<file path="config.mk">
export PLATFORM = sky130hd
export DESIGN_NAME = fhs_link_event_irq
export DESIGN_NICKNAME = d
export VERILOG_FILES = /design/src/core/fhs_pkg.sv /design/src/core/fhs_sticky_bit.sv /design/src/core/fhs_link_event_irq.sv
export SDC_FILE = /design/constraint.sdc
export NUM_CORES = 1
export LEC_CHECK = 0
export BUFFER_PORTS_ARGS = -buffer_cell sky130_fd_sc_hd__clkbuf_2
export CAP_MARGIN = 40
export CORE_AREA = 5 5 70 66
export CTS_CLUSTER_SIZE = 12
export DETAILED_ROUTE_END_ITERATION = 7
export DIE_AREA = 0 0 75 71
export GPL_TIMING_DRIVEN = 1
export PLACE_DENSITY_LB_ADDON = 0.1
export SLEW_MARGIN = 20
export SYNTH_ARGS = -nofsm -noshare
export SYNTH_HDL_FRONTEND = slang
export SYNTH_SLANG_ARGS = --single-unit
</file>
<file path="constraint.sdc">
create_clock -name hclk -period 3.85 [get_ports hclk]
set_clock_uncertainty 0.1 [all_clocks]
set_input_delay 0.5775 -clock hclk [delete_from_list [all_inputs] [get_ports hclk]]
set_output_delay 0.5775 -clock hclk [all_outputs]
set_load 0.02 [all_outputs]
</file>
<file path="src/core/fhs_pkg.sv">
// constants and types of the link event flag and enable block
package fhs_pkg;
    // register indices; byte address is four times the index
    localparam logic [29:0] FLAGS_IDX = 30'h00000001;
    localparam logic [29:0] ENABLES_IDX = 30'h00000002;
    // reset values
    localparam logic [7:0] FLAGS_RST = 8'h00;
    localparam logic [7:0] ENABLES_RST = 8'h00;
    // field positions
    localparam int CODE_CHANGE_BIT = 7;
    localparam int PKT_END_BIT = 6;
    localparam int PKT_START_BIT = 5;
    localparam int RX_HALF_BIT = 4;
    localparam int RX_DATA_BIT = 3;
    localparam int TX_HALF_BIT = 2;
    localparam int TX_ROOM_BIT = 1;
    localparam int TX_DONE_BIT = 0;
    // bits that latch and clear on read; the rest follow fifo levels
    localparam logic [7:0] LATCHED_MASK = 8'he1;
    // fifo geometry
    localparam int FIFO_CNT_W = 5;
    localparam logic [4:0] FIFO_DEPTH = 5'h10;
    localparam logic [4:0] FIFO_HALF = 5'h08;
    // ahb-lite codes
    localparam logic [1:0] HTRANS_NONSEQ = 2'h2;
    localparam logic HRESP_OKAY = 1'b0;

    typedef enum logic [1:0] {
        SEL_NONE,
        SEL_FLAGS,
        SEL_ENABLES
    } fhs_sel_t;

    typedef enum logic {
        PH_IDLE,
        PH_DATA
    } fhs_phase_t;
endpackage : fhs_pkg

</file>
<file path="src/core/fhs_sticky_bit.sv">
// one sticky event bit, set wins over clear
module fhs_sticky_bit (
    input wire logic hclk,
    input wire logic hresetn,
    input wire logic set,
    input wire logic clr,
    output logic q
);
    logic q_q;
    logic q_d;

    always_comb begin
        q_d = set | (q_q & ~clr);
    end

    always_ff @(posedge hclk or negedge hresetn) begin
        if (!hresetn) begin
            q_q <= 1'b0;
        end else begin
            q_q <= q_d;
        end
    end

    assign q = q_q;
endmodule : fhs_sticky_bit

</file>
<file path="src/core/fhs_link_event_irq.sv">
// event flags, enables and interrupt of the data link unit
module fhs_link_event_irq (
    input wire logic hclk,
    input wire logic hresetn,
    input wire logic hsel,
    input wire logic [31:0] haddr,
    input wire logic [1:0] htrans,
    input wire logic hwrite,
    input wire logic [2:0] hsize,
    input wire logic [31:0] hwdata,
    input wire logic hready,
    output logic [31:0] hrdata,
    output logic hreadyout,
    output logic hresp,
    output logic irq,
    input wire logic code_valid,
    input wire logic rx_msg_good,
    input wire logic rx_crc_error,
    input wire logic rx_overrun,
    input wire logic rx_abort,
    input wire logic rx_open_byte,
    input wire logic [4:0] rx_fifo_count,
    input wire logic [4:0] tx_fifo_count,
    input wire logic tx_msg_sent
);
    // word index decode of a byte address
    function automatic fhs_pkg::fhs_sel_t reg_sel(input logic [31:0] addr);
        if (addr[31:2] == fhs_pkg::FLAGS_IDX) begin
            reg_sel = fhs_pkg::SEL_FLAGS;
        end else if (addr[31:2] == fhs_pkg::ENABLES_IDX) begin
            reg_sel = fhs_pkg::SEL_ENABLES;
        end else begin
            reg_sel = fhs_pkg::SEL_NONE;
        end
    endfunction : reg_sel

    // ------------------------------------------------------------
    // bus phase tracking
    fhs_pkg::fhs_phase_t phase_q;
    fhs_pkg::fhs_phase_t phase_d;
    logic wr_pend_q;
    logic wr_pend_d;
    fhs_pkg::fhs_sel_t wsel_q;
    fhs_pkg::fhs_sel_t wsel_d;
    logic [31:0] hrdata_q;
    logic [31:0] hrdata_d;
    logic hreadyout_q;
    logic accept;
    logic rd_accept;
    fhs_pkg::fhs_sel_t asel;

    // ------------------------------------------------------------
    // flag and enable state
    logic [7:0] enables_q;
    logic [7:0] enables_d;
    logic [7:0] lvl_q;
    logic [7:0] lvl_d;
    logic code_prev_q;
    logic code_prev_d;
    logic irq_q;
    logic irq_d;
    logic [7:0] set_vec;
    logic [7:0] sticky;
    logic [7:0] flags;
    logic [7:0] flags_next;
    logic [7:0] enables_rd;
    logic flags_clr;

    // transfer accepted in its address phase
    always_comb begin
        asel = reg_sel(haddr);
        accept = hsel & hready & (htrans == fhs_pkg::HTRANS_NONSEQ);
        rd_accept = accept & ~hwrite;
    end

    always_comb begin
        phase_d = accept ? fhs_pkg::PH_DATA : fhs_pkg::PH_IDLE;
        wr_pend_d = accept & hwrite;
        wsel_d = accept ? asel : fhs_pkg::SEL_NONE;
    end

    always_ff @(posedge hclk or negedge hresetn) begin
        if (!hresetn) begin
            phase_q <= fhs_pkg::PH_IDLE;
            wr_pend_q <= 1'b0;
            wsel_q <= fhs_pkg::SEL_NONE;
            hreadyout_q <= 1'b0;
        end else begin
            phase_q <= phase_d;
            wr_pend_q <= wr_pend_d;
            wsel_q <= wsel_d;
            hreadyout_q <= 1'b1;
        end
    end

    // ------------------------------------------------------------
    // event sources
    always_comb begin
        code_prev_d = code_valid;
        set_vec = 8'h00;
        set_vec[fhs_pkg::CODE_CHANGE_BIT] = code_valid ^ code_prev_q;
        set_vec[fhs_pkg::PKT_END_BIT] = rx_msg_good | rx_crc_error
            | rx_overrun | rx_abort;
        set_vec[fhs_pkg::PKT_START_BIT] = rx_open_byte;
        set_vec[fhs_pkg::TX_DONE_BIT] = tx_msg_sent;
    end

    // fifo level flags
    always_comb begin
        lvl_d = 8'h00;
        lvl_d[fhs_pkg::RX_HALF_BIT] = rx_fifo_count > fhs_pkg::FIFO_HALF;
        lvl_d[fhs_pkg::RX_DATA_BIT] = rx_fifo_count != 5'h00;
        lvl_d[fhs_pkg::TX_HALF_BIT] = tx_fifo_count < fhs_pkg::FIFO_HALF;
        lvl_d[fhs_pkg::TX_ROOM_BIT] = tx_fifo_count < fhs_pkg::FIFO_DEPTH;
    end

    always_ff @(posedge hclk or negedge hresetn) begin
        if (!hresetn) begin
            code_prev_q <= 1'b0;
            lvl_q <= fhs_pkg::FLAGS_RST;
        end else begin
            code_prev_q <= code_prev_d;
            lvl_q <= lvl_d;
        end
    end

    assign flags_clr = rd_accept & (asel == fhs_pkg::SEL_FLAGS);

    // latched bits as sticky cells, level bits from the registered levels
    // latch or follow per bit
    genvar gi;
    generate
        for (gi = 0; gi < 8; gi++) begin : g_flag
            if (fhs_pkg::LATCHED_MASK[gi]) begin : g_sticky
                fhs_sticky_bit u_bit (
                    .hclk(hclk),
                    .hresetn(hresetn),
                    .set(set_vec[gi]),
                    .clr(flags_clr),
                    .q(sticky[gi])
                );
                assign flags[gi] = sticky[gi];
                assign flags_next[gi] = set_vec[gi]
                    | (sticky[gi] & ~flags_clr);
            end else begin : g_level
                assign sticky[gi] = 1'b0;
                assign flags[gi] = lvl_q[gi];
                assign flags_next[gi] = lvl_d[gi];
            end
        end
    endgenerate

    // ------------------------------------------------------------
    // enable register, written in the data phase
    always_comb begin
        enables_d = enables_q;
        if (wr_pend_q && wsel_q == fhs_pkg::SEL_ENABLES) begin
            enables_d = hwdata[7:0];
        end
    end

    // read data taken in the address phase; a write still in its
    // data phase is forwarded so a back to back read sees it
    always_comb begin
        enables_rd = enables_d;
        hrdata_d = 32'h00000000;
        if (rd_accept) begin
            case (asel)
                fhs_pkg::SEL_FLAGS: begin
                    hrdata_d = {24'h000000, flags};
                end
                fhs_pkg::SEL_ENABLES: begin
                    hrdata_d = {24'h000000, enables_rd};
                end
                default: begin
                    hrdata_d = 32'h00000000;
                end
            endcase
        end
    end

    always_comb begin
        irq_d = |(flags_next & enables_d);
    end

    always_ff @(posedge hclk or negedge hresetn) begin
        if (!hresetn) begin
            enables_q <= fhs_pkg::ENABLES_RST;
            hrdata_q <= 32'h00000000;
            irq_q <= 1'b0;
        end else begin
            enables_q <= enables_d;
            hrdata_q <= hrdata_d;
            irq_q <= irq_d;
        end
    end

    assign hrdata = hrdata_q;
    assign hreadyout = hreadyout_q;
    assign hresp = fhs_pkg::HRESP_OKAY;
    assign irq = irq_q;
endmodule : fhs_link_event_irq

</file>
# Word level (Yosys, flattened, before mapping)
# Index checks and enable logic that the tools add are counted.
# word_totals
n_memories,0
rom_bits,0
in_bits,91
mem_bits_rw,0
ff_bits,54
latchBits,0
wordCells,50
# op_classes
muxes,6
div,0
bitwise,20
shifts,0
order_cmp,3
reduce_logical,3
n_addsub,0
n_mul,0
n_eq_ne,6
# ops
operator,count
"equality test 30 x 1 -> 1 bit, second input constant",1
"equality test 30 x 2 -> 1 bit, second input constant",1
two-way mux 8 bit,2
case mux 8 bit (2 select lines),1
bitwise AND 1 bit,9
bitwise AND 8 bit,1
OR reduction 8 bit,1
bitwise OR 1 bit,7
"equality test 2 bit, second input constant",3
two-way mux 2 bit,3
"greater-than comparator 5 x 4 -> 1 bit, second input constant",1
"less-than comparator 5 x 4 -> 1 bit, second input constant",1
"less-than comparator 5 bit, second input constant",1
nonzero test 5 bit,1
"equality test 2 x 1 -> 1 bit, second input constant",1
NOT 1 bit,2
logical AND 1 bit,1
bitwise XOR 1 bit,1

# Logic depth before layout (Yosys ltp)
# Gate-level depths: netlist of the first run.
# depth
ltp_word,10
ltp_mapped,7
depth_no_buf,5

# Cells and area by module
# A second synthesis of the first run with hierarchy kept.
# unflattened
hier_cells,124
area_unflattened_um2,1440.1
# modules_own_cells
mod,cells_each,instances,area_each_um2
fhs_link_event_irq,112,1,1295.0
fhs_sticky_bit,3,4,36.3

# Least setup slack after synthesis of the first run
# Ideal clock, no wire load.
# synth_path
path_type,input port to flip-flop
startpoint,input port haddr[14]
endpoint,"register irq_q, in the netlist irq"
setup_time_ns,0.136
path_buffers,0
arrival_time_ns,1.893
cell_stages,5
slack_ns,1.721
path_cell_list,nor4_1 nand4_1 nor3_1 o221a_2 nand4_1
# synth_between
elab_chain_len,10
elab_cells_between_ends,17
classes_between,eq/ne: 3; mux: 2; bitwise: 11; reduce/logical: 1
# synth_rtl
item,line_no,source
start: declaration,fhs_link_event_irq.sv:6,"input wire logic [31:0] haddr,"
equality test 30 x 2 -> 1 bit,fhs_link_event_irq.sv:30,end else if (addr[31:2] == fhs_pkg::ENABLES_IDX) begin
two-way mux 2 bit,fhs_link_event_irq.sv:30,
two-way mux 2 bit (*),fhs_link_event_irq.sv:28,if (addr[31:2] == fhs_pkg::FLAGS_IDX) begin
equality test 2 x 1 -> 1 bit (*),fhs_link_event_irq.sv:127,assign flags_clr = rd_accept & (asel == fhs_pkg::SEL_FLAGS);
bitwise AND 1 bit (*),fhs_link_event_irq.sv:127,
NOT 1 bit (*),fhs_link_event_irq.sv:144,| (sticky[gi] & ~flags_clr);
bitwise AND 1 bit,fhs_link_event_irq.sv:144,
bitwise OR 1 bit,fhs_link_event_irq.sv:144,
bitwise AND 8 bit (*),fhs_link_event_irq.sv:183,irq_d = |(flags_next & enables_d);
OR reduction 8 bit (*),fhs_link_event_irq.sv:183,
net irq_d,fhs_link_event_irq.sv:61,logic irq_d;
end signal: assignment,fhs_link_event_irq.sv:194,irq_q <= irq_d;
end: declaration,fhs_link_event_irq.sv:60,logic irq_q;
# Mark *: on every way through the listed nets, which the timed path passes. The rest lies on a longest branch.

# Worst setup path after layout of the first run
# layout_path
startpoint,register wsel_q[0]
endpoint,"register irq_q, in the netlist irq"
# layout_between
elab_chain_len,5
# layout_rtl
item,line_no,source
start: declaration,fhs_link_event_irq.sv:43,fhs_pkg::fhs_sel_t wsel_q;
start signal: assignment,fhs_link_event_irq.sv:86,wsel_q <= fhs_pkg::SEL_NONE;
start signal: assignment,fhs_link_event_irq.sv:91,wsel_q <= wsel_d;
equality test 2 bit,fhs_link_event_irq.sv:157,if (wr_pend_q && wsel_q == fhs_pkg::SEL_ENABLES) begin
logical AND 1 bit,fhs_link_event_irq.sv:157,
two-way mux 8 bit,fhs_link_event_irq.sv:157,
net enables_d[5],fhs_link_event_irq.sv:55,logic [7:0] enables_d;
bitwise AND 8 bit,fhs_link_event_irq.sv:183,
OR reduction 8 bit,fhs_link_event_irq.sv:183,
net irq_d,fhs_link_event_irq.sv:61,
# The timed path passes the listed nets, and every way through them passes these cells.

==> flow_summary_export.csv, run 1 <==
group,metric,value,unit
timing,fin_crit_sh,0.562,
timing,rsz0062_at_grt,"false",
placed_design,placed_cell_area,1780,um^2
cts,cts_sinks,30,
yosys,syn_area,1490,um^2
route,via_per_inst,4.62,
cts,cts_resized,0,
yosys,ys_types,30,
route,firstDrtPassIters,4,
finish,fin_area,1900,um^2
route,vias,1191,
yosys,synth-async-reset-ratio,1.00,
cts,h-tree-depth,2,
timing,min_period,2.16,ns
route,drt-wirelength-per-cell,12.7,um
route,drt-total-wl,3270,um
die,num_io_pins,126,
pwr,ir_worst_vdd,0.128,mV
placed_design,gp_congestion,0.742,
timing,timing.final.ws_setup,1.69,ns
cts,cts_tree,"done",
yosys,yosys_warnings,0,
die,fp.dieH,71,um
setup_path,r2r_start,"wsel_q[0]$_DFF_PN0_",
timing,worst_pin_slew,0.520,ns
setup_path,worstPathArrival,2.21,ns
finish,diodes,0,
timing,hold_violations,0,
finish,final_cells,258,
timing,final-setup-viol-count,0,
yosys,syn_inst,136,
setup_path,max_stage_delay,0.46,ns
yosys,avgSynthCellArea,10.9,um^2
finish,area_growth,27.6,%
yosys,ys_seq_area_frac,0.505,
setup_path,required,3.90,ns
setup_path,r2r_slack,1.69,ns
pwr,cellLeakagePower,0.000994,uW
grt,groute.usage.overall,0.128,
finish,layout.nets,300,
cts,clk_pin_slew,0.06,ns
die,core,3880,um^2
timing,timing.slew.headroom,0.652,
setup_path,cpMaxStageDelayCell,"mux2_2",
finish,fillers,374,
grt,antenna_found_initial,0,
die,fp-row-count,22,
setup_path,criticalPathCategory,"reg -> reg",
run,max_cap_viol_count,0,
die,die-area,5330,um^2
grt,grt_pass1_wl,5220,um
yosys,synth_edf_count,0,
cts,cts-root-buf,"clkbuf_8",
setup_path,cp-end-kind,"flip-flop",
timing,finalMaxSlewViolations,0,
grt,grt_max_degree,31,
route,drc,0,
cts,clk_latency,0.27,ns
setup_path,cp_max_fo,8,
route,drtIter0Drc,58,
cts,clockBufferDepth,2,
setup_path,start_kind,"flip-flop",
die,die_w,75,um
pwr,power_density,348,nW/um^2
route,antenna_left,0,
grt,grt_pass1_vias,1230,
timing,hold_ws,0.0844,ns
cts,ctsHoldBuffers,0,
yosys,synth-seq-cells,30,
placed_design,dp.cells,249,
cts,numCtsBuffers,5,
setup_path,r2r-end,"irq$_DFF_PN0_",
finish,layout-drive-gt1-share,0.452,
status,status,"complete, no violations",
grt,overflow,0,
die,initial_core_util,0.383,
placed_design,io_buffers,68,
cts,cts_setup_buffers,0,
setup_path,reg2regPathDepth,5,
yosys,yosys_most_used_dff,"dfrtp_1",
placed_design,pre_cts_ws,1.37,ns
setup_path,cp_cell_sequence,"nand3b_1 > mux2_2 > a222oi_1 > o221a_2 > nand4_1",
timing,fin_tns_setup,0,ns
placed_design,dp_hpwl,2700,um
min_path,hold_path_class,"in -> async",
timing,max_freq,462,MHz
-- stage by stage --
step                 util  total power [uW]
floorplan               -               389
global placement    0.458               410
detailed placement  0.458               412
CTS                 0.482               667
global route        0.489               695
finish              0.489               661
-- cells in the mapped netlist, types with 2 or more instances --
master	n	area [um^2]
a21o_1	5	37.5
buf_4	25	188
clkbuf_1	2	7.51
conb_1	2	7.51
dfrtp_1	30	751
inv_1	9	33.8
mux2_2	5	56.3
mux2i_1	3	30.0
nand2_1	9	33.8
nand2b_1	2	12.5
nand4_1	3	18.8
nor2_1	5	18.8
nor4_1	4	25.0
nor4_2	3	37.5
o21ai_2	8	70.1
o221ai_1	2	17.5
or3_1	6	37.5
-- worst max path at each step --
stage / end / startpoint / slack, ns
floorplan: irq$_DFF_PN0_ / haddr[14] / 1.72
global placement: hrdata[7]$_DFF_PN0_ / haddr[6] / 1.40
detailed placement: hrdata[3]$_DFF_PN0_ / haddr[29] / 1.37
CTS: irq$_DFF_PN0_ / wsel_q[0]$_DFF_PN0_ / 1.62
global route: irq$_DFF_PN0_ / wsel_q[0]$_DFF_PN0_ / 1.53
finish: irq$_DFF_PN0_ / wsel_q[0]$_DFF_PN0_ / 1.69
-- where the power goes --
part           switching (uW)  internal [uW]  total, uW
Clock                     109            144        252
Combinational            50.8           33.6       84.3
Sequential               1.83            323        325
-- layer usage --
metal	up-vias	global-route usage	routed length (um)
met3	5	0.0455	366
met4	0	0.0593	61
met5	-	0	0
li1	563	-	-
met2	71	0.215	1620
met1	552	0.143	1210
-- layout by cell type, fill, tap and decap left out --
master    netlist  layout
mux2i_1         3       3
nor4_2          3       3
dfrtp_1        30      30
buf_4          25       1
clkbuf_2        0      68
conb_1          2      26
nor2_1          5       5
nor3_1          1       1
a21o_1          5       5
clkbuf_1        2       1
o31ai_1         1       1
nand2_1         9       9
and4b_1         1       1
o221ai_1        2       2
clkbuf_8        0       6
nand4_1         3       3
nand3b_1        1       1
or2_1           1       1
or2_2           1       1
xor2_1          1       1
o21ai_2         8       8
clkinv_2        0       1
inv_1           9       9
mux2_2          5       5
o21a_1          1       1
a222oi_1        1       1
buf_16          0       1
or3_1           6       6
o221a_2         1       1
and2_1          1       1
nor4_1          4       4
nand2b_1        2       2
or4_1           1       1
-- worst max-delay path, delay by kind of cell (launching register included) --
| family | cells | cell delay (ns) |
|---|---|---|
| AO/OA/AOI/OAI | 2 | 0.60 |
| AND/OR/NAND/NOR | 2 | 0.53 |
| multiplexers | 1 | 0.46 |
| flip-flops | 1 | 0.35 |
-- registers in the layout (all words and copies together) (netlist names) --
signal and flops:
wr_pend_q 1, hrdata 8, wsel_q 2, g_flag.g_sticky.u_bit.q 4
hreadyout 1, irq 1, enables_q 8, lvl_q 4
code_prev_q 1
-- kinds of logic (layout without fill, tap and decap cells) --
| family | count (synthesis) | after routing | synth area share |
|---|---|---|---|
| xor+xnor | 1 | 1 | 0.00589 |
| mux | 8 | 8 | 0.0580 |
| compound gates | 19 | 19 | 0.109 |
| simple gates | 39 | 39 | 0.156 |
| other cells | 2 | 26 | 0.00505 |
| buf+inv | 37 | 87 | 0.161 |
| flops | 30 | 30 | 0.505 |
-- final cells by class --
class	instances	area, um^2	share of cell area
flip-flops and latches	30	751	0.396
multi-input cells	93	587	0.309
repair buffers	70	375	0.198
clock buffers	7	86.3	0.0455
well taps	48	60.1	0.0316
inverters	9	33.8	0.0178
clock inverters	1	5.00	0.00264
Power figures use the tool's default switching activity.
==> run 2, diff against run 1 <==
Settings changed: CORE_AREA 5 5 70 66 to 5 5 72 68, DIE_AREA 0 0 75 71 to 0 0 77 73.
Clock period 3.85 ns to 2 ns, I/O delays scaled along.
==> flow_summary_export.csv, run 2 (synthesis gave the netlist of run 1 again) <==
group,metric,value,unit
setup_path,crit_cells,5,
grt,groute.usage.overall,0.130,
cts,cts_tree,"done",
timing,fin_crit_sh,0.948,
pwr,total_power,1270,uW
grt,grt_pass1_vias,1310,
pwr,power_density,656,nW/um^2
finish,fillers,436,
route,drt-total-wl,3490,um
cts,h-tree-depth,2,
timing,finalMaxSlewViolations,0,
timing,min_period,1.90,ns
cts,clockBufferDepth,2,
status,status,"complete, but fails checks",
run,max_cap_viol_count,0,
finish,layout-drive-gt1-share,0.472,
die,fp-row-count,23,
setup_path,crit_family,"compound AO/OA/AOI/OAI gates",
timing,rsz0062_at_grt,"true",
grt,antenna_found_initial,0,
cts,numCtsBuffers,5,
cts,clk_pin_slew,0.06,ns
setup_path,crit_buf_inv,0,
timing,timing.slew.headroom,0.509,
route,vias,1187,
die,die_w,77,um
status,violations,"negative hold slack",
pwr,ir_worst_vdd,0.231,mV
setup_path,cp_cell_sequence,"nand3b_1 > mux2_2 > a222oi_1 > o221a_2 > nand4_1",
finish,diodes,0,
grt,grt_pass1_wl,5750,um
finish,final_cell_mix,"68 x clkbuf_2, 30 x dfrtp_1, 26 x conb_1, 10 x buf_4",
cts,cts-root-buf,"clkbuf_8",
die,initial_core_util,0.357,
timing,hold_ws,-0.0254,ns
route,via_per_inst,4.43,
cts,cts_resized,0,
die,core,4170,um^2
cts,cts_sinks,30,
setup_path,criticalPathCategory,"reg -> reg",
setup_path,reg2regPathDepth,5,
route,antenna_left,0,
setup_path,max_stage_delay,0.35,ns
cts,cts_setup_buffers,0,
grt,grt_max_degree,31,
grt,overflow,0,
finish,final_common_cell,"clkbuf_2",
setup_path,cp-end-kind,"flip-flop",
finish,finish.utilization,0.465,
min_path,hold_path_class,"in -> async",
timing,final-setup-viol-count,0,
timing,max_freq,528,MHz
finish,area_growth,30.4,%
route,drt-wirelength-per-cell,13.0,um
die,num_io_pins,126,
placed_design,dp_hpwl,2950,um
placed_design,io_buffers,68,
cts,clk_latency,0.27,ns
route,drtIter0Drc,22,
route,drc,0,
setup_path,required,2.04,ns
die,fp.dieH,73,um
finish,layout.nets,308,
setup_path,cp_max_fo,4,
timing,hold_violations,30,
cts,ctsHoldBuffers,0,
die,die-area,5620,um^2
timing,fin_tns_setup,0,ns
setup_path,cpMaxStageDelayCell,"dfrtp_1",
setup_path,worstPathArrival,1.94,ns
route,firstDrtPassIters,4,
pwr,cellLeakagePower,0.00102,uW
setup_path,start_kind,"flip-flop",
placed_design,gp_congestion,0.760,
timing,worst_pin_slew,0.736,ns
## run 2: report_power, final
part           total (uW)  switching, uW  leakage [uW]  internal, uW
clock network         487            210     0.0000482           277
logic                 161           98.3      0.000614          62.8
registers             625           3.57      0.000358           621
## run 2: final cells by class
| class | count | area, um^2 | share of cell area |
|---|---|---|---|
| timing repair buffer | 78 | 415 | 0.214 |
| inverter | 9 | 33.8 | 0.0174 |
| sequential | 30 | 751 | 0.387 |
| tap | 50 | 62.6 | 0.0322 |
| clock inverter | 1 | 5.00 | 0.00258 |
| clock buffer | 7 | 86.3 | 0.0445 |
| multi-input combinational | 93 | 587 | 0.302 |
## run 2: path summary, 6_finish.rpt
check                                        endpoint                 from  slack, ns
worst max register to register          irq$_DFF_PN0_  wsel_q[0]$_DFF_PN0_       0.10
min in group hclk               code_prev_q$_DFF_PN0_           code_valid       0.06
worst min register to register    hrdata[2]$_DFF_PN0_   lvl_q[2]$_DFF_PN0_       0.35
max in group asynchronous         hrdata[1]$_DFF_PN0_              hresetn       1.35
worst max-delay path                    irq$_DFF_PN0_  wsel_q[0]$_DFF_PN0_       0.10
worst min-delay path              hrdata[4]$_DFF_PN0_              hresetn      -0.03
## run 2: worst reg2reg max path, delay by kind of cell, from the launching register on
kind | cells | cell delay, ns
flops | 1 | 0.35
simple gates | 2 | 0.36
compound gates | 2 | 0.60
mux | 1 | 0.35
## run 2: layer usage
layer | part of all wire | global-route usage | vias to the layer above
li1 | - | - | 576
met1 | 0.39 | 0.143 | 542
met2 | 0.49 | 0.224 | 63
met3 | 0.10 | 0.0556 | 6
met4 | 0.014 | 0.0458 | 0
met5 | 0 | 0 | -
## run 2: stage by stage
stage	setup slack, ns	cells	area, um^2
floorplan	0.0378	160	1580
global placement	0.0286	260	1850
detailed placement	0.0181	260	1850
CTS	0.0482	268	1940
global route	-0.0569	268	1940
finish	0.105	268	1940
==> run 3, diff against run 2 <==
Settings changed: PLACE_DENSITY set to 0.89, PLACE_DENSITY_LB_ADDON 0.1 to not set.
==> flow_summary_export.csv, run 3 (synthesis gave the netlist of run 1 again) <==
group,metric,value,unit
pwr,swShare,0.231,
cts,numCtsBuffers,5,
cts,cts-root-buf,"clkbuf_8",
grt,grt_max_degree,31,
run,max_cap_viol_count,0,
route,via_per_inst,4.54,
timing,timing.slew.headroom,0.529,
setup_path,required,2.04,ns
timing,max_freq,518,MHz
timing,hold_violations,0,
finish,final_cells,267,
cts,cts_sinks,30,
setup_path,r2r_start,"wsel_q[1]$_DFF_PN0_",
cts,cts_setup_buffers,0,
pwr,power_frac_seq,0.459,
pwr,cellLeakagePower,0.00102,uW
setup_path,max_stage_delay,0.39,ns
timing,worst_pin_slew,0.706,ns
timing,fin_tns_setup,0,ns
setup_path,reg2regPathDepth,5,
placed_design,io_buffers,68,
route,firstDrtPassIters,4,
cts,cts_tree,"done",
die,core,4170,um^2
grt,grt_pass1_vias,1223,
die,fp-row-count,23,
placed_design,dp_hpwl,2690,um
cts,h-tree-depth,2,
pwr,p_clk_frac,0.426,
pwr,power.switching,315,uW
setup_path,r2r-end,"irq$_DFF_PN0_",
route,antenna_left,0,
setup_path,cp_cell_sequence,"nand3b_1 > mux2_2 > a222oi_1 > o221a_2 > nand4_1",
setup_path,start_kind,"flip-flop",
finish,final_cell_mix,"68 x clkbuf_2, 30 x dfrtp_1, 26 x conb_1, 9 x inv_1, 9 x nand2_1",
pwr,combPwrFrac,0.115,
cts,clk_latency,0.28,ns
finish,final_common_cell,"clkbuf_2",
cts,cts_resized,0,
grt,grt_pass1_wl,5090,um
die,die-area,5620,um^2
die,die_w,77,um
grt,overflow,0,
route,drt-total-wl,3170,um
placed_design,gp_congestion,0.859,
finish,layout.nets,307,
die,num_io_pins,126,
die,fp.dieH,73,um
finish,layout-drive-gt1-share,0.470,
route,drt-wirelength-per-cell,11.9,um
pwr,ir_worst_vdd,0.237,mV
cts,clk_pin_slew,0.06,ns
setup_path,cp-end-kind,"flip-flop",
setup_path,worstPathArrival,1.97,ns
timing,final-setup-viol-count,0,
finish,finish.utilization,0.468,
cts,clockBufferDepth,2,
min_path,hold_path_class,"in -> reg",
setup_path,criticalPathCategory,"reg -> reg",
min_path,min-delay-start,"code_valid",
finish,area_growth,31.3,%
min_path,worst_hold_path.endpoint,"code_prev_q$_DFF_PN0_",
grt,groute.usage.overall,0.116,
setup_path,r2r_slack,0.07,ns
route,vias,1213,
route,drc,0,
die,initial_core_util,0.357,
min_path,whs_path_depth,1,
pwr,power_density,698,nW/um^2
timing,fin_crit_sh,0.965,
timing,rsz0062_at_grt,"false",
timing,finalMaxSlewViolations,0,
setup_path,cp_max_fo,4,
route,drtIter0Drc,48,
pwr,intPower,1050,uW
setup_path,cpMaxStageDelayCell,"mux2_2",
placed_design,dp.cells,258,
status,status,"complete, no violations",
grt,antenna_found_initial,0,
finish,diodes,0,
timing,min_period,1.93,ns
finish,fillers,379,
[run 3: cell count changes in the layout (fill, tap and decap cells not counted)]
cell and delta:
buf_4 -2, bufinv_16 +1, clkbuf_1 -1, clkbuf_8 -1, clkinv_2 +1, dlygate4sd3_1 +1
[run 3: per-layer routing]
metal / global-route usage / vias to the layer above / wire, um
met4: 0.0687 / 0 / 72
li1: - / 578 / -
met5: 0 / - / 0
met1: 0.115 / 574 / 1080
met3: 0.0321 / 6 / 279
met2: 0.218 / 55 / 1740
[run 3: per-stage QoR]
step	power, uW	setup WS [ns]	instance area (um^2)	hold slack [ns]
floorplan	748	0.0378	1580	-0.0956
global placement	788	0.0485	1830	0.269
detailed placement	793	0.0315	1830	0.280
CTS	1380	0.0731	1950	0.0482
global route	1440	0.000778	1950	0.0554
finish	1360	0.0700	1950	0.0559
[run 3: worst max-delay path, delay by kind of cell (launching register included)]
kind            cells  cell delay [ns]
compound gates      2             0.64
mux                 1             0.39
flops               1             0.37
simple gates        2             0.29
[run 3: timing repair]
action,CTS,global route
hold buffers,1,0
endpoints found under the setup margin,0,0
hold endpoints to repair,30,0
[run 3: final cells by class]
type / count / area, um^2 / area share
repair buffers: 77 / 410 / 0.210
inverters: 9 / 33.8 / 0.0173
clock inverters: 3 / 40.0 / 0.0205
well taps: 50 / 62.6 / 0.0320
flip-flops and latches: 30 / 751 / 0.384
clock buffers: 5 / 68.8 / 0.0352
multi-input cells: 93 / 587 / 0.300
[run 3: worst max path at each step]
stage,start,to,slack (ns)
after floorplan,wr_pend_q$_DFF_PN0_,irq$_DFF_PN0_,0.04
after CTS,wsel_q[1]$_DFF_PN0_,irq$_DFF_PN0_,0.07
after global placement,rx_fifo_count[1],irq$_DFF_PN0_,0.05
final,wsel_q[1]$_DFF_PN0_,irq$_DFF_PN0_,0.07
after detailed placement,rx_fifo_count[1],irq$_DFF_PN0_,0.03
after global routing,wsel_q[0]$_DFF_PN0_,irq$_DFF_PN0_,0.0008
[run 3: power groups by stage]
stage	combinational, uW	clock (uW)	sequential [uW]
finish	157	581	625
global route	176	634	626
CTS	158	596	625
detailed placement	156	0	636
global placement	152	0	635
floorplan	112	0	637
